**src/verilog/fan_map.svh**
```systemverilog
// Constants of the fan power and tachometer controller
`ifndef FAN_MAP_SVH
`define FAN_MAP_SVH

// Clock and timing, times in their own units
`define FAN_CLK_HZ     100000000
`define FAN_PWM_HZ     18
`define FAN_DUTY_STEPS 100
`define FAN_STEP_CYC   (`FAN_CLK_HZ / (`FAN_PWM_HZ * `FAN_DUTY_STEPS))
`define FAN_MS_CYC     (`FAN_CLK_HZ / 1000)
`define FAN_WIN_MS     125
`define FAN_GAP_MS     500

// Duty values
`define FAN_DUTY_FULL  8'h64
`define FAN_PWM_LAST   7'h63

// Register offsets
`define OFS_POWER0     4'h0
`define OFS_RPT_EN     4'h4
`define OFS_FS_EN      4'h5
`define OFS_FS_TMO     4'h6
`define OFS_GLITCH     4'h7
`define OFS_TACH0      4'h8
`define OFS_STATUS     4'hC

// Status fields
`define ST_STARTED_LSB 0
`define ST_FS_LSB      4

// Reset values
`define RST_FS_TMO     8'h08
`define RST_GLITCH     8'h01

`endif

```
**src/verilog/fan_pkg.sv**
```systemverilog
// Types of the fan power and tachometer controller
`default_nettype none

package fan_pkg;

    typedef enum logic [1:0] {
        PH_BOOT,
        PH_START,
        PH_RUN
    } phase_t;

    typedef struct packed {
        logic            lk_s1;
        logic            lk_s2;
        phase_t          phase;
        logic [3:0][7:0] power;
        logic [3:0]      rpt_en;
        logic [3:0]      fs_en;
        logic [7:0]      fs_tmo;
        logic [7:0]      glitch;
        logic [3:0][7:0] tach_res;
        logic [7:0]      tach_cnt;
        logic [3:0][7:0] fs_cnt;
        logic [23:0]     ms_div;
        logic [23:0]     step_div;
        logic [6:0]      pwm_cnt;
        logic [6:0]      slot_ms;
        logic [1:0]      meas_idx;
        logic [1:0]      edges;
        logic [7:0]      glitch_ms;
        logic            stretch;
        logic [2:0]      st_idx;
        logic [8:0]      gap_ms;
        logic [3:0]      started;
        logic [7:0]      rdata;
    } ctrl_t;

    typedef struct packed {
        logic t_s1;
        logic t_s2;
        logic t_prev;
        logic on;
    } chan_t;

endpackage : fan_pkg

`default_nettype wire

```
**src/verilog/fan_ctrl.sv**
```systemverilog
// Four-channel fan power controller with tach measurement
`timescale 1ns/10ps
`default_nettype none
`include "fan_map.svh"

module fan_ctrl
    import fan_pkg::*;
#(
    parameter int MS_CYC   = `FAN_MS_CYC,
    parameter int STEP_CYC = `FAN_STEP_CYC
) (
    // Clock and reset
    input  wire logic        REF_CLK,
    input  wire logic        NRST,
    // Register port
    input  wire logic [3:0]  ADDR,
    input  wire logic [7:0]  WDATA,
    input  wire logic        WR,
    input  wire logic        RD,
    output logic      [7:0]  RDATA,
    // Stored boot configuration
    input  wire logic        BOOT_SAVED,
    input  wire logic [31:0] BOOT_POWER,
    // Link and fans
    input  wire logic        LINK_OK,
    input  wire logic [3:0]  TACH,
    output logic      [3:0]  FAN_ON
);

    localparam logic [23:0] MS_LAST   = 24'(MS_CYC - 1);
    localparam logic [23:0] STEP_LAST = 24'(STEP_CYC - 1);
    localparam logic [6:0]  WIN_LAST  = 7'(`FAN_WIN_MS - 1);
    localparam logic [8:0]  GAP_MS    = 9'(`FAN_GAP_MS);

    ctrl_t           s;
    ctrl_t           next_s;
    logic            ms_tick;
    logic            step_tick;
    logic            win_end;
    logic [1:0]      next_idx;
    logic [3:0]      fs_act;
    logic [3:0]      tach_rise;
    logic [3:0]      force_v;
    logic [3:0][7:0] duty;

    // Out-of-range writes saturate rather than wrap
    function automatic logic [7:0] clamp(input logic [7:0] v);
        clamp = (v > `FAN_DUTY_FULL) ? `FAN_DUTY_FULL : v;
    endfunction : clamp

    // Time bases and window boundary
    assign ms_tick   = (s.ms_div == MS_LAST);
    assign step_tick = (s.step_div == STEP_LAST);
    assign win_end   = ms_tick && (s.slot_ms == WIN_LAST);
    assign next_idx  = 2'(s.meas_idx + 2'h1);

    // Per-fan override selection
    always_comb begin
        for (int i = 0; i < 4; i++) begin
            fs_act[i] = s.fs_en[i] && (s.fs_tmo != 8'h00)
                        && (s.fs_cnt[i] >= s.fs_tmo);
            force_v[i] = s.stretch && (s.meas_idx == 2'(i));
            // Link loss and fail-safe both mean full power
            duty[i] = (!s.lk_s2 || fs_act[i]) ? `FAN_DUTY_FULL
                                              : s.power[i];
        end
    end

    // Next-state logic for the whole controller
    always_comb begin
        next_s       = s;
        next_s.rdata = 8'h00;

        // Link presence sync
        next_s.lk_s1 = LINK_OK;
        next_s.lk_s2 = s.lk_s1;

        // Millisecond tick and PWM phase
        next_s.ms_div   = ms_tick ? 24'h000000 : 24'(s.ms_div + 24'h1);
        next_s.step_div = step_tick ? 24'h000000
                                    : 24'(s.step_div + 24'h1);
        if (step_tick) begin
            next_s.pwm_cnt = (s.pwm_cnt == `FAN_PWM_LAST) ? 7'h00
                           : 7'(s.pwm_cnt + 7'h01);
        end

        // Boot load, then staggered start
        unique case (s.phase)
            PH_BOOT: begin
                if (BOOT_SAVED) begin
                    for (int i = 0; i < 4; i++) begin
                        next_s.power[i] = clamp(BOOT_POWER[8*i +: 8]);
                    end
                end
                next_s.phase = PH_START;
            end
            PH_START: begin
                if (s.gap_ms != 9'h000) begin
                    if (ms_tick) begin
                        next_s.gap_ms = 9'(s.gap_ms - 9'h001);
                    end
                end else if (s.st_idx[2]) begin
                    next_s.phase = PH_RUN;
                end else begin
                    next_s.started[s.st_idx[1:0]] = 1'b1;
                    // Idle fans draw no inrush, so no gap after them
                    if (s.power[s.st_idx[1:0]] != 8'h00) begin
                        next_s.gap_ms = GAP_MS;
                    end
                    next_s.st_idx = 3'(s.st_idx + 3'h1);
                end
            end
            PH_RUN: begin
                next_s.phase = PH_RUN;
            end
        endcase

        // Tach edges of the fan under measurement
        if (tach_rise[s.meas_idx]) begin
            if (s.tach_cnt != 8'hFF) begin
                next_s.tach_cnt = 8'(s.tach_cnt + 8'h01);
            end
            if (s.edges != 2'h2) begin
                next_s.edges = 2'(s.edges + 2'h1);
            end
        end
        if (ms_tick && (s.glitch_ms != 8'h00)) begin
            next_s.glitch_ms = 8'(s.glitch_ms - 8'h01);
        end
        if (s.stretch && (s.edges == 2'h2) && (s.glitch_ms == 8'h00)) begin
            next_s.stretch = 1'b0;
        end

        // Window boundary: latch result, step to the next fan
        if (win_end) begin
            next_s.tach_res[s.meas_idx] = s.tach_cnt;
            next_s.tach_cnt  = 8'h00;
            next_s.edges     = 2'h0;
            next_s.slot_ms   = 7'h00;
            next_s.meas_idx  = next_idx;
            next_s.glitch_ms = s.glitch;
            // Window end also caps any stretch at 125 ms
            next_s.stretch   = s.rpt_en[next_idx];
            for (int i = 0; i < 4; i++) begin
                if (s.fs_cnt[i] != 8'hFF) begin
                    next_s.fs_cnt[i] = 8'(s.fs_cnt[i] + 8'h01);
                end
            end
        end else if (ms_tick) begin
            next_s.slot_ms = 7'(s.slot_ms + 7'h01);
        end

        // A disabled fail-safe does not age, so enabling is not a trip
        for (int i = 0; i < 4; i++) begin
            if (!s.fs_en[i]) begin
                next_s.fs_cnt[i] = 8'h00;
            end
        end

        // Register writes; a power write is the host refresh
        if (WR) begin
            if (ADDR[3:2] == 2'b00) begin
                next_s.power[ADDR[1:0]]  = clamp(WDATA);
                next_s.fs_cnt[ADDR[1:0]] = 8'h00;
            end else begin
                unique case (ADDR)
                    `OFS_RPT_EN: next_s.rpt_en = WDATA[3:0];
                    `OFS_FS_EN:  next_s.fs_en  = WDATA[3:0];
                    `OFS_FS_TMO: next_s.fs_tmo = WDATA;
                    `OFS_GLITCH: next_s.glitch = WDATA;
                    default:     next_s.rdata  = 8'h00;
                endcase
            end
        end

        // Register reads, data valid the next cycle
        if (RD) begin
            if (ADDR[3:2] == 2'b00) begin
                next_s.rdata = s.power[ADDR[1:0]];
            end else if (ADDR[3:2] == 2'b10) begin
                next_s.rdata = s.tach_res[ADDR[1:0]];
            end else begin
                unique case (ADDR)
                    `OFS_RPT_EN: next_s.rdata = {4'h0, s.rpt_en};
                    `OFS_FS_EN:  next_s.rdata = {4'h0, s.fs_en};
                    `OFS_FS_TMO: next_s.rdata = s.fs_tmo;
                    `OFS_GLITCH: next_s.rdata = s.glitch;
                    `OFS_STATUS: next_s.rdata = {fs_act, s.started};
                    default:     next_s.rdata = 8'h00;
                endcase
            end
        end
    end

    // State register; power resets to full until boot load
    always_ff @(posedge REF_CLK or negedge NRST) begin
        if (!NRST) begin
            s        <= '0;
            s.phase  <= PH_BOOT;
            s.power  <= {4{`FAN_DUTY_FULL}};
            s.fs_tmo <= `RST_FS_TMO;
            s.glitch <= `RST_GLITCH;
        end else begin
            s <= next_s;
        end
    end

    // Four identical channels
    for (genvar g = 0; g < 4; g++) begin : g_chan
        fan_chan u_chan (
            .clk       (REF_CLK),
            .nrst      (NRST),
            .pwm_cnt   (s.pwm_cnt),
            .duty      (duty[g]),
            .stretch   (force_v[g]),
            .enable    (s.started[g]),
            .tach      (TACH[g]),
            .fan_on    (FAN_ON[g]),
            .tach_rise (tach_rise[g])
        );
    end

    assign RDATA = s.rdata;
endmodule : fan_ctrl
`default_nettype wire

```
**src/verilog/fan_chan.sv**
```systemverilog
// One fan channel: switch drive and tachometer edge detect
`timescale 1ns/10ps
`default_nettype none
`include "fan_map.svh"

module fan_chan
    import fan_pkg::*;
(
    // Clock and reset
    input  wire logic       clk,
    input  wire logic       nrst,
    // Control
    input  wire logic [6:0] pwm_cnt,
    input  wire logic [7:0] duty,
    input  wire logic       stretch,
    input  wire logic       enable,
    // Fan side
    input  wire logic       tach,
    output logic            fan_on,
    output logic            tach_rise
);

    chan_t s;
    chan_t next_s;

    // Sync the tach pin, then compare phase against duty
    always_comb begin
        next_s        = s;
        next_s.t_s1   = tach;
        next_s.t_s2   = s.t_s1;
        next_s.t_prev = s.t_s2;
        // Duty 100 keeps it on, since the phase never passes 99
        next_s.on = enable & (stretch | ({1'b0, pwm_cnt} < duty));
    end

    always_ff @(posedge clk or negedge nrst) begin
        if (!nrst) begin
            // Tach idles high on its pull-up; resetting the edge
            // detector to that level avoids a false edge after reset
            s <= '{t_s1: 1'b1, t_s2: 1'b1, t_prev: 1'b1, on: 1'b0};
        end else begin
            s <= next_s;
        end
    end

    assign fan_on    = s.on;
    assign tach_rise = s.t_s2 & ~s.t_prev;
endmodule : fan_chan
`default_nettype wire

```
**config.mk**
```make
export PLATFORM = sky130hd
export DESIGN_NAME = fan_ctrl
export DESIGN_NICKNAME = d
export VERILOG_FILES = /design/src/verilog/fan_pkg.sv /design/src/verilog/fan_ctrl.sv /design/src/verilog/fan_chan.sv
export VERILOG_INCLUDE_DIRS = /design/src /design/src/verilog
export SDC_FILE = /design/constraint.sdc
export NUM_CORES = 1
export LEC_CHECK = 0
export ABC_AREA = 1
export BUFFER_PORTS_ARGS = -buffer_cell sky130_fd_sc_hd__buf_2
export CELL_PAD_IN_SITES_DETAIL_PLACEMENT = 1
export CELL_PAD_IN_SITES_GLOBAL_PLACEMENT = 2
export CORE_ASPECT_RATIO = 1.5
export CORE_MARGIN = 2
export CORE_UTILIZATION = 38
export CTS_CLUSTER_SIZE = 25
export DETAILED_ROUTE_END_ITERATION = 12
export GPL_ROUTABILITY_DRIVEN = 0
export PLACE_DENSITY_LB_ADDON = 0.1
export SLEW_MARGIN = 20
export SYNTH_ARGS = -nofsm -noshare
export SYNTH_HDL_FRONTEND = slang
export SYNTH_SLANG_ARGS = --single-unit
```
**constraint.sdc**
```tcl
create_clock -name REF_CLK -period 2.7 [get_ports REF_CLK]
set_input_delay 0.675 -clock REF_CLK [delete_from_list [all_inputs] [get_ports REF_CLK]]
set_output_delay 0.675 -clock REF_CLK [all_outputs]
set_load 0.02 [all_outputs]
```
---- After elaboration in Yosys (flattened, before gate mapping) ----
Index checks and enable logic that the tools add are counted.
storage, ports and cells
  flip-flop bits (word level) ............. 247
  word-level logic and storage cells ...... 250
  output and inout bits ................... 12
  input port bits ......................... 54
cells by class
  equal/unequal tests ..................... 26
  bitwise gates (word level) .............. 22
  muxes and demuxes ....................... 70
  reduce and logical (&&, ||, !) cells .... 49
  add/subtract/negate cells ............... 14
  order comparisons ....................... 20
operators with widths
  kind                                                   count
  two-way mux 8 bit                                      30
  two-way mux 32 bit                                     5
  two-way mux 24 bit                                     3
  bitwise mux 32 bit                                     2
  two-way mux 56 bit                                     1
  adder 24 x 1 -> 24 bit, second input constant          2
  binary-select mux 8 bit (select 2 bit)                 3
  adder 8 x 1 -> 8 bit, second input constant            5
  > comparator 8 x 7 -> 1 bit, second input constant     5
  two-way mux 40 bit                                     1
  != test 8 bit, second input constant                   5
  one-hot mux 8 bit (5 select lines)                     1
  bitwise AND 32 bit                                     1
  demux 8 bit (select 2 bit)                             2
  >= comparator 8 bit                                    4
  less-than comparator 7 x 8 -> 1 bit                    4
  inverter 32 bit                                        1
  two-way mux 9 bit                                      3
  equality test 24 x 16 -> 1 bit, second input constant  1
  equality test 24 x 17 -> 1 bit, second input constant  1
  nonzero test 8 bit                                     3
  two-way mux 7 bit                                      3
  logical AND 1 bit                                      19
  equality test 4 x 3 -> 1 bit, second input constant    4
  34 further kinds                                       92

---- Depth between registers and ports, before layout ----
Gate-level depths: netlist of run 1.
  word-level depth ........................ 10
  mapped depth ............................ 21
  mapped depth without buffers ............ 21

---- Cells and area by module ----
Synthesis of run 1 repeated with hierarchy kept, for this count alone.
unflattened totals
  cell total of the unflattened synthesis .. 2018
  area, all modules ....................... 14998.1 µm²
modules (own cells, without submodules)
  module    cells each  instances  seq. area each (µm²)  area each (µm²)
  fan_ctrl  1862        1          5798.1                13751.9
  fan_chan  39          4          103.8                 311.5

---- Worst setup path after synthesis of run 1 ----
Ideal clock, no wire load.
  path type ............................... flip-flop to flip-flop
  from .................................... reg s[182] (netlist name)
  to ...................................... reg g_chan[2].u_chan.s, in the netlist g_chan[2].u_chan.fan_on
  slack ................................... 0.489 ns
  stages on the path, launching flop included .. 19
  required time ........................... 2.623 ns
  path buffers ............................ 0
  setup time .............................. 0.077 ns
  period minus slack after synthesis ...... 2.211 ns
  arrival ................................. 2.134 ns
  cell sequence ........................... dfstp_2 inv_1 ha_1 nand2_1 inv_1 nand2_1 nand2_1 nand2_1 nand3_1 nand2_1 nand2_1 inv_1 nand2_1 ha_1 a21oi_1 nand2_1 nand2_1 nand2_1 a21oi_1
RTL lines
  element                 line             text
  from (decl)             fan_ctrl.sv:35   ctrl_t s;
  from (signal assigned)  fan_ctrl.sv:204  s <= next_s;
  to (signal assigned)    fan_chan.sv:40   s <= '{t_s1: 1'b1, t_s2: 1'b1, t_prev: 1'b1, on: 1'b0};
  to (signal assigned)    fan_chan.sv:42   s <= next_s;
  to (decl)               fan_chan.sv:23   chan_t s;

==> results.json, run 1 <==
{
  "vdd_drop_max_uv": 434,
  "routed_via_density": 5.23,
  "power_density_nw_per_um2": 582,
  "worst-endpoint-required_ns": 3.22,
  "grtUsageMet2_pct": 45.1,
  "cpMostUsedCell": "nand2_2",
  "crit_path_top_delay_cell": "dfstp_2",
  "die_area_um2": 38800,
  "cp_top_family": "adder cells",
  "hold_violations": 0,
  "synth-main-ff-cell": "dfrtp_1",
  "top_usage_layer": "met2",
  "fin_ws_ns": 0.0296,
  "avgRoutedWirePerCell_um": 19.2,
  "drt_first_pass_iters": 4,
  "path_buf_inv": 2,
  "netlist_area_um2": 14200,
  "synth_top_area_cell": "dfrtp_1",
  "seq_area_frac_synth_pct": 43.9,
  "drv_slew": 0,
  "num_rows": 86,
  "fin_cells": 2364,
  "vias": 12400,
  "grtUsageMet3_pct": 2.00,
  "rsz0062_at_grt": "true",
  "finalCritPeriodShare_pct": 98.9,
  "die_y_um": 240,
  "r2r_cells": 14,
  "crit_start": "s[182]",
  "grt_pass1_wl_um": 71800,
  "synth_cell_types": 55,
  "syn_to_final_growth_pct": 16.6,
  "synthTopCellsByArea": "dfrtp_1, nand2_1, inv_1",
  "cp-start-kind": "register",
  "dpl.hpwl_um": 35100,
  "hold_class": "in2reg",
  "rrSetupSlack_ns": 0.03,
  "ant_nets": 0,
  "die_x_um": 162,
  "outcome": "completed",
  "worstMarginPinSlew_ns": 0.559,
  "track_usage_pct": 23.7,
  "ys_ff_latch": 247,
  "grt_max_degree": 65,
  "hold_depth": 1,
  "root_buffer": "clkbuf_16",
  "fin_worst_skew_ns": 0.0328,
  "maxCapViolCount": 0,
  "io_pins": 66,
  "drt_iter0_markers": 428,
  "cts_tree": "done",
  "cpPeakStageDelay_ns": 0.56,
  "slew_headroom_pct": 62.4,
  "initial_core_util_pct": 38.6,
  "endpoint_kind": "register",
  "async_flop_share_pct": 100,
  "crit_end": "g_chan[2].u_chan.fan_on",
  "synth_edf_count": 0,
  "grt-ovfl-total": 0,
  "clock-sinks": 247,
  "io_buffers": 65,
  "cp_data_arrival_time_ns": 3.19,
  "finalSetupTns_ns": 0,
  "insertion_delay_ns": 0.59,
  "nets": 1993,
  "layout_commonest_cell": "nand2_1",
  "final_cell_mix": "nand2_1, inv_1, dfrtp_1",
  "wirelength_um": 45400,
  "netlist.area_leader.share_pct": 39.1,
  "final_layout_size_suffix_gt1_share_pct": 15.9,
  "synth.net_count": 1894,
  "htree_levels": 1,
  "antenna_found_initial": 0,
  "n_antenna_cell": 0,
  "cts_buffers": 28,
  "cts_buffer_depth": 3,
  "path_clk_slew_ns": 0.06,
  "total_power_mw": 9.61,
  "drc": 0,
  "dp.cells": 2306,
  "crit_chain": "clkinvlp_4 -> ha_4 -> nand2_2 -> inv_2 -> nand4_1 -> nand3_2 -> nand2_2 -> nand2_4 -> nor2_1 -> ha_1 -> a21o_1 -> a21oi_2 -> nand2_2 -> a21oi_2",
  "worst-path-max-fanout": 5,
  "p_leak_nw": 8.05,
  "cp_num_cells": 14,
  "worstSetupPathType": "reg2reg",
  "netlist_instances": 1759,
  "use_met1_pct": 26.9,
  "core_area_um2": 36700,
  "r2r_start": "s[182]",
  "ys_warn_count": 0,
  "max_freq_mhz": 374,
  "grt_pass1_vias": 13300,
  "hold_slack_ns": 0.183,
  "syn_avg_cell_area_um2": 8.05,
  "final-setup-viol-count": 0,
  "post-place-ws_ns": 0.0481,
  "r2r-end": "g_chan[2].u_chan.fan_on",
  "period_needed_ns": 2.67
}
registers in the layout, indices dropped and copies added, names as in the netlist:
register              flops
next_s                    1
g_chan.u_chan.s           4
RDATA                     8
g_chan.u_chan.fan_on      4
g_chan.u_chan.next_s      8
s                       222
synthesized netlist by cell type (2+ instances only):
| library cell | number |
|---|---|
| o21ai_0 | 155 |
| and3_1 | 7 |
| o221ai_1 | 12 |
| nor2_2 | 7 |
| nor4_2 | 2 |
| buf_4 | 12 |
| a21oi_1 | 76 |
| xnor2_1 | 6 |
| nor2_1 | 136 |
| a31oi_1 | 10 |
| dfrtp_1 | 221 |
| o32ai_1 | 3 |
| o2111ai_1 | 4 |
| nor3b_1 | 3 |
| nand3_1 | 78 |
| dfstp_2 | 26 |
| nor4_1 | 18 |
| inv_2 | 8 |
| nor2_4 | 3 |
| nand2_1 | 340 |
| o31ai_1 | 7 |
| nand4_1 | 30 |
| nor3_4 | 2 |
| nor3_1 | 47 |
| a21o_1 | 5 |
| nand2_2 | 10 |
| o21ai_1 | 15 |
| nor3_2 | 6 |
| nand3_2 | 6 |
| o22ai_1 | 29 |
| or2_2 | 3 |
| o21ai_2 | 2 |
| o211ai_1 | 11 |
| buf_2 | 7 |
| nand2_4 | 4 |
| ha_1 | 81 |
| a41oi_1 | 2 |
| xor2_1 | 45 |
| o21a_1 | 6 |
| inv_1 | 284 |
| clkinv_1 | 2 |
| clkbuf_1 | 15 |
worst reg2reg max path, delay by kind of cell, from the launching register on:
kind / cells / cell delay, ns
AND/OR/NAND/NOR: 7 / 0.61
flip-flops: 1 / 0.56
AO/OA/AOI/OAI: 3 / 0.48
adder cells (fa/ha/maj): 2 / 0.66
buffers and inverters: 2 / 0.30
timing repair:
| item | 4_1_cts | 5_1_grt |
|---|---|---|
| endpoints found under the hold margin | 35 | 0 |
| hold buffers | 1 | 0 |
| endpoints found under the setup margin | 0 | 4 |
| setup buffers | 0 | 5 |
| resized for setup | 0 | 75 |
cell families after synthesis:
group / after synthesis / share of synthesized area, %
compound gates: 342 / 13.7
buf+inv: 330 / 9.26
fa+ha+maj: 81 / 7.16
mux: 1 / 0.0707
simple gates: 707 / 22.7
flops: 247 / 43.9
xor+xnor: 51 / 3.16
area by class of cell:
type	instances	area [um2]
Sequential cell	247	6210
Clock inverter	15	145
Inverter	294	1110
Timing Repair Buffer	105	679
Clock buffer	37	795
Multi-Input combinational cell	1182	6950
Fill cell	4456	20200
Tap cell	484	606
metal layers:
metal | vias up | share of wire (%)
met5 | - | 0
met4 | 0 | 4.7
met3 | 91 | 2.3
met2 | 167 | 53
met1 | 6109 | 40
li1 | 5993 | -
metrics by stage:
step                      util (%)  cell area [um2]
final                         45.0            16500
after global routing          45.0            16500
after global placement        41.4            15200
after CTS                     44.0            16100
after floorplan                  -            14200
after detailed placement      41.4            15200
worst min path at each step:
stage	startpoint	end
floorplan	next_s[229]	s[229]
global placement	g_chan[0].u_chan.next_s[2]	g_chan[0].u_chan.next_s[1]
detailed placement	g_chan[0].u_chan.next_s[2]	g_chan[0].u_chan.next_s[1]
CTS	TACH[0]	g_chan[0].u_chan.next_s[2]
global route	TACH[0]	g_chan[0].u_chan.next_s[2]
finish	TACH[0]	g_chan[0].u_chan.next_s[2]
power breakdown:
| group | internal (mW) | switching (mW) |
|---|---|---|
| combinational | 0.489 | 0.930 |
| sequential | 3.98 | 0.268 |
| clock | 2.26 | 1.68 |
Power figures use the tool's default switching activity.
==> inputs of run 2 (changes only) <==
CORE_UTILIZATION = 37   (was 38)
SYNTH_HIERARCHICAL = 1   (was not set)
==> run 2 against run 1 <==
  * Clock skew is 0.012 ns lower
  * Routed wire length is 11% higher
  * Largest cell class unchanged
  * Critical path type unchanged
  * Register-to-register slack hardly changed
  * Sequential power hardly changed
  * Combinational power is 15% higher
  * Die area is 8.6% higher
  * First-iteration DRC count is 36% higher
  * Clock-buffer cell count is 2 higher
  * Synthesized cell count is 15% higher
==> results.json, run 2 <==
{
  "outcome": "completed",
  "cts_hold_buffers": 0,
  "cts_tree": "done",
  "worst-endpoint-required_ns": 3.17,
  "fin_ws_ns": 0.0384,
  "final_cell_mix": "nand2_1, inv_1, dfrtp_1",
  "ys_warn_count": 6,
  "multi_input_area_um2": 7500,
  "drv_slew": 0,
  "n_antenna_cell": 0,
  "drc": 0,
  "synth-main-ff-cell": "dfrtp_1",
  "path_clk_slew_ns": 0.06,
  "ant_nets": 0,
  "syn_to_final_growth_pct": 17.3,
  "synth_edf_count": 0,
  "die_area_um2": 42200,
  "netlist_area_um2": 15000,
  "synth.net_count": 2153,
  "initial_core_util_pct": 37.4,
  "grt_pass1_wl_um": 79600,
  "endpoint_kind": "register",
  "grt_pass1_vias": 14700,
  "clock-sinks": 247,
  "fillers": 5026,
  "slew_headroom_pct": 55.0,
  "synthTopCellsByArea": "dfrtp_1, nand2_1, inv_1",
  "cpPeakStageDelay_ns": 0.55,
  "regMostFlops": "s",
  "layout_commonest_cell": "nand2_1",
  "seq_area_um2": 6210,
  "synth_top_area_cell": "dfrtp_1",
  "crit_start": "s[182]",
  "crit_path_top_delay_cell": "dfstp_2",
  "insertion_delay_ns": 0.59,
  "vdd_drop_max_uv": 444,
  "rsz0062_at_grt": "true",
  "max_freq_mhz": 376,
  "seq_area_frac_synth_pct": 41.4,
  "cts_buffer_depth": 3,
  "syn_avg_cell_area_um2": 7.43,
  "grt-ovfl-total": 0,
  "ys_ff_latch": 247,
  "period_needed_ns": 2.66,
  "cp_data_arrival_time_ns": 3.13,
  "crit_chain": "clkinvlp_4 -> buf_6 -> ha_4 -> nand2_2 -> inv_2 -> nand2_2 -> nand2_2 -> nand2_2 -> nand2_2 -> nand2_4 -> nand2_4 -> inv_2 -> nand2_1 -> inv_1 -> ha_1 -> inv_1 -> nor2_2 -> and3_1 -> nand2_1 -> nand2_1 -> a21oi_2",
  "die_x_um": 168,
  "cp_top_family": "simple AND/OR/NAND/NOR gates",
  "core_area_um2": 40100,
  "num_rows": 90,
  "synth_cell_types": 46,
  "drt_iter0_markers": 584,
  "synth_commonest_cells": "nand2_1, inv_1, nor2_1",
  "async_flop_share_pct": 100,
  "track_usage_pct": 24.0,
  "avgRoutedWirePerCell_um": 18.9,
  "worstSetupPathType": "reg2reg",
  "io_pins": 66,
  "yosysMostFrequentCell": "nand2_1",
  "total_power_mw": 10.4,
  "cp-start-kind": "register",
  "vias": 13700,
  "final_layout_size_suffix_gt1_share_pct": 14.0,
  "netlist_instances": 2018,
  "io_buffers": 65,
  "die_y_um": 251,
  "rrSetupSlack_ns": 0.04,
  "htree_levels": 1,
  "maxCapViolCount": 0,
  "post-place-ws_ns": -0.0144,
  "p_leak_nw": 8.97,
  "worst-path-max-fanout": 5,
  "dpl.hpwl_um": 39300,
  "grt_max_degree": 68,
  "fin_worst_skew_ns": 0.0206,
  "routed_via_density": 5.16,
  "drt_first_pass_iters": 4,
  "path_buf_inv": 6,
  "finalCritPeriodShare_pct": 98.6,
  "cts_buffers": 28,
  "power_density_nw_per_um2": 590,
  "root_buffer": "clkbuf_16",
  "wirelength_um": 50300,
  "antenna_found_initial": 3,
  "final-setup-viol-count": 0,
  "finalSetupTns_ns": 0,
  "hold_violations": 0,
  "cpMostUsedCell": "nand2_2",
  "largest_reg_flops": 222,
  "hold_class": "in2async",
  "nets": 2265,
  "r2r_start": "s[182]",
  "worstMarginPinSlew_ns": 0.670,
  "netlist.area_leader.share_pct": 36.9
}
==> run 2: report_power, final <==
group | internal, mW | switching [mW]
logic | 0.564 | 1.08
clock network | 2.80 | 1.70
registers | 3.99 | 0.239
total | 7.35 | 3.02
==> run 2: final cells by class <==
cell class              count  share of cell area, %
clock buffers              39                   4.45
clock inverters            13                   1.67
flip-flops and latches    247                   35.3
multi-input cells        1384                   42.7
inverters                 348                   7.46
well taps                 506                   3.60
repair buffers            121                   4.83
==> run 2: worst paths after layout <==
path	cells past startpoint	endpoint
min in group REF_CLK	1	g_chan[2].u_chan/next_s[2]
worst max-delay path	21	g_chan[1].u_chan/fan_on
max in group asynchronous	2	s[200]
worst min-delay path	1	s[37]
worst max register to register	21	g_chan[1].u_chan/fan_on
worst min register to register	0	s[229]
==> run 2: cells by family after synthesis <==
logic type | synth area share, %
and+or+nand+nor | 27.3
buffers and inverters | 10.3
DFF | 41.4
xor gates and xnor gates | 3.15
adders and majority gates | 6.76
AOI/OAI and AO/OA | 11.1
==> run 2: what timing repair did <==
action,CTS,global route
endpoints found under the setup margin,2,4
pin swaps,0,36
setup buffers,0,4
resized for setup,2,72
==> run 2: worst reg2reg max path, cell delays in order (launching register included) <==
cell and delay (ns):
dfstp_2 0.55, clkinvlp_4 0.13, buf_6 0.15, ha_4 0.26
nand2_2 0.05, inv_2 0.05, nand2_2 0.05, nand2_2 0.07
nand2_2 0.05, nand2_2 0.09, nand2_4 0.08, nand2_4 0.10
inv_2 0.06, nand2_1 0.06, inv_1 0.04, ha_1 0.26
inv_1 0.04, nor2_2 0.12, and3_1 0.16, nand2_1 0.05
nand2_1 0.07, a21oi_2 0.05
==> run 2: metal layers <==
layer,GRT usage [%],up-vias,wire [um]
met2,47.1,173,28000
met1,26.8,6777,19800
met3,2.48,86,1210
li1,-,6685,-
met4,7.09,6,1240
met5,0,-,34
==> run 2: through the flow <==
stage          hold WS (ns)  util [%]  cells  instance area (um2)
2_1_floorplan         0.331         -   2018                15000
3_3_place_gp          0.336      40.4   2602                16200
3_5_place_dp          0.336      40.4   2602                16200
4_1_cts              0.0623      43.1   2654                17300
5_1_grt              0.0609      43.9   2658                17600
6_report             0.0339      43.9   2658                17600
==> inputs of run 3 (changes only) <==
ABC_AREA = not set   (was 1)
CORE_UTILIZATION = 39   (was 37)
CTS_CLUSTER_DIAMETER = 80   (was not set)
==> run 3 against run 2 <==
  * Synthesized cell count shrank 35%
  * Total power decreased by 20%
  * Sequential power increased by 3%
  * Fmax down 1.4%
  * Flip-flop and latch count unchanged
  * Critical path type unchanged
==> results.json, run 3 <==
{
  "vias": 10500,
  "regMostFlops": "s",
  "finalCritPeriodShare_pct": 100,
  "die_area_um2": 36600,
  "cts_buffer_depth": 3,
  "r2r_start": "s[184]",
  "insertion_delay_ns": 0.52,
  "fin_ws_ns": 0.000106,
  "die_x_um": 157,
  "design_area_um2": 16000,
  "combPwrFrac_pct": 17.0,
  "track_usage_pct": 22.6,
  "final-setup-viol-count": 0,
  "cts_buffers": 15,
  "netlist_instances": 1319,
  "final_cell_mix": "dfrtp_1, nand2_1, nor2_1",
  "worstSetupPathType": "reg2reg",
  "async_flop_share_pct": 100,
  "cp_data_arrival_time_ns": 3.14,
  "final_layout_size_suffix_gt1_share_pct": 25.2,
  "wirelength_um": 40600,
  "seq_area_frac_synth_pct": 45.5,
  "ys_warn_count": 6,
  "layout_commonest_cell": "dfrtp_1",
  "synth.net_count": 1454,
  "ant_nets": 0,
  "largest_reg_flops": 222,
  "endpoint_kind": "register",
  "path_clk_slew_ns": 0.10,
  "syn_to_final_growth_pct": 16.9,
  "total_power_mw": 8.27,
  "avgRoutedWirePerCell_um": 21.2,
  "seq_power_share_pct": 52.9,
  "vdd_drop_max_uv": 446,
  "drc": 0,
  "p_leak_nw": 7.21,
  "synth_commonest_cells": "dfrtp_1, nand2_1, nor2_1",
  "synth_edf_count": 0,
  "worst-path-max-fanout": 6,
  "crit_chain": "inv_4 -> ha_1 -> a21o_1 -> a21o_1 -> a21oi_2 -> o22ai_2 -> nand2_2 -> buf_6 -> and3_1 -> inv_1 -> ha_1 -> o211ai_1 -> nor2_1 -> a21oi_1",
  "syn_avg_cell_area_um2": 10.4,
  "routed_via_density": 5.50,
  "n_antenna_cell": 0,
  "ys_ff_latch": 247,
  "drv_slew": 0,
  "power_frac_clock_pct": 30.1,
  "grt_max_degree": 68,
  "antenna_found_initial": 0,
  "die_y_um": 233,
  "io_buffers": 65,
  "cts_tree": "done",
  "netlist.area_leader.share_pct": 40.5,
  "dpl.hpwl_um": 31200,
  "cpPeakStageDelay_ns": 0.43,
  "worst-endpoint-required_ns": 3.14,
  "maxCapViolCount": 0,
  "initial_core_util_pct": 39.7,
  "grt_pass1_vias": 11300,
  "io_pins": 66,
  "power_density_nw_per_um2": 518,
  "grt-ovfl-total": 0,
  "grt_pass1_wl_um": 64000,
  "num_rows": 83,
  "fin_worst_skew_ns": 0.0190,
  "p_sw_mw": 2.53,
  "yosysMostFrequentCell": "dfrtp_1",
  "period_needed_ns": 2.70,
  "core_area_um2": 34400,
  "cp_top_family": "compound AO/OA/AOI/OAI gates",
  "outcome": "completed",
  "clock-sinks": 247,
  "crit_path_top_delay_cell": "dfrtp_1",
  "post-place-ws_ns": -0.194,
  "max_freq_mhz": 370,
  "synthTopCellsByArea": "dfrtp_1, ha_1, dfstp_2",
  "htree_levels": 1,
  "cp-start-kind": "register",
  "rsz0062_at_grt": "true",
  "internal_power_mw": 5.73,
  "drt_iter0_markers": 368,
  "placed_cell_area_um2": 15100,
  "netlist_area_um2": 13700,
  "path_buf_inv": 3,
  "crit_start": "s[184]",
  "synth_top_area_cell": "dfrtp_1",
  "swShare_pct": 30.6,
  "synth-main-ff-cell": "dfrtp_1",
  "hold_violations": 0,
  "synth_cell_types": 71,
  "drt_first_pass_iters": 5,
  "nets": 1578,
  "hold_class": "in2async",
  "slew_headroom_pct": 45.0,
  "worstMarginPinSlew_ns": 0.825,
  "root_buffer": "clkbuf_16"
}
[run 3: cell count changes after synthesis, moves of 13 or more]
cell and delta:
and2_1 +20, and3_1 +41, inv_1 -274, mux2_2 +50, mux4_2 +24, nand2_1 -342
nand3_1 -88, nor2_1 -118, nor3_1 -17, o21ai_0 -93, o21ai_1 -14, o22ai_1 -27
or3_1 +13, xnor2_1 +29
[run 3: repair_timing]
action | 4_1_cts | 5_1_grt
resized for setup | 17 | 54
hold buffers | 0 | 0
setup buffers | 0 | 4
endpoints found under the hold margin | 0 | 0
pin swaps | 1 | 25
endpoints found under the setup margin | 4 | 8
[run 3: worst paths after layout]
check                                             end  slack, ns  depth (start not counted)
hold reg to reg            g_chan[1].u_chan/next_s[1]       0.36                          0
min in group REF_CLK       g_chan[1].u_chan/next_s[2]       0.24                          1
setup / recovery              g_chan[3].u_chan/fan_on     0.0001                         14
hold / removal                                 s[136]       0.01                          1
setup reg to reg              g_chan[3].u_chan/fan_on     0.0001                         14
max in group asynchronous  g_chan[0].u_chan/next_s[1]       1.84                          2
[run 3: layer usage]
metal  part of all wire, %  global-route usage [%]
met5                     0                       0
met4                   2.5                    6.62
met3                   2.5                    1.86
met2                    53                    42.2
met1                    42                    27.5
[run 3: area by class of cell]
type	count	area, um2
fillers	3818	18400
multi-input cells	954	7300
flip-flops and latches	247	6210
repair buffers	157	1140
well taps	467	584
clock buffers	18	387
inverters	68	263
clock inverters	7	68.8
[run 3: kinds of logic (layout without fill, tap and decap cells)]
| logic type | count (synthesis) | in the layout | synth area share [%] |
|---|---|---|---|
| buffers and inverters | 118 | 250 | 3.66 |
| adder cells (fa/ha/maj) | 81 | 81 | 7.42 |
| AO/OA/AOI/OAI | 230 | 230 | 10.8 |
| flip-flops | 247 | 247 | 45.5 |
| AND/OR/NAND/NOR | 486 | 486 | 19.2 |
| multiplexers | 80 | 80 | 8.52 |
| XOR/XNOR | 77 | 77 | 4.94 |
[run 3: through the flow]
step	utilization [%]	std cells	setup TNS, ns	hold slack (ns)
3_5_place_dp	43.9	1889	-0.545	0.347
3_3_place_gp	43.9	1889	-0.320	0.335
5_1_grt	46.4	1918	-0.419	0.00927
6_report	46.4	1918	0	0.0104
4_1_cts	45.4	1914	-0.0378	0.0105
2_1_floorplan	-	1319	0	0.331
[run 3: power groups by stage]
| stage | clock network, mW | registers (mW) | logic, mW |
|---|---|---|---|
| after global placement | 0 | 4.41 | 1.24 |
| after CTS | 2.59 | 4.35 | 1.31 |
| after global routing | 2.72 | 4.40 | 1.57 |
| final | 2.49 | 4.37 | 1.40 |
| after detailed placement | 0 | 4.42 | 1.28 |
| after floorplan | 0 | 4.23 | 0.822 |
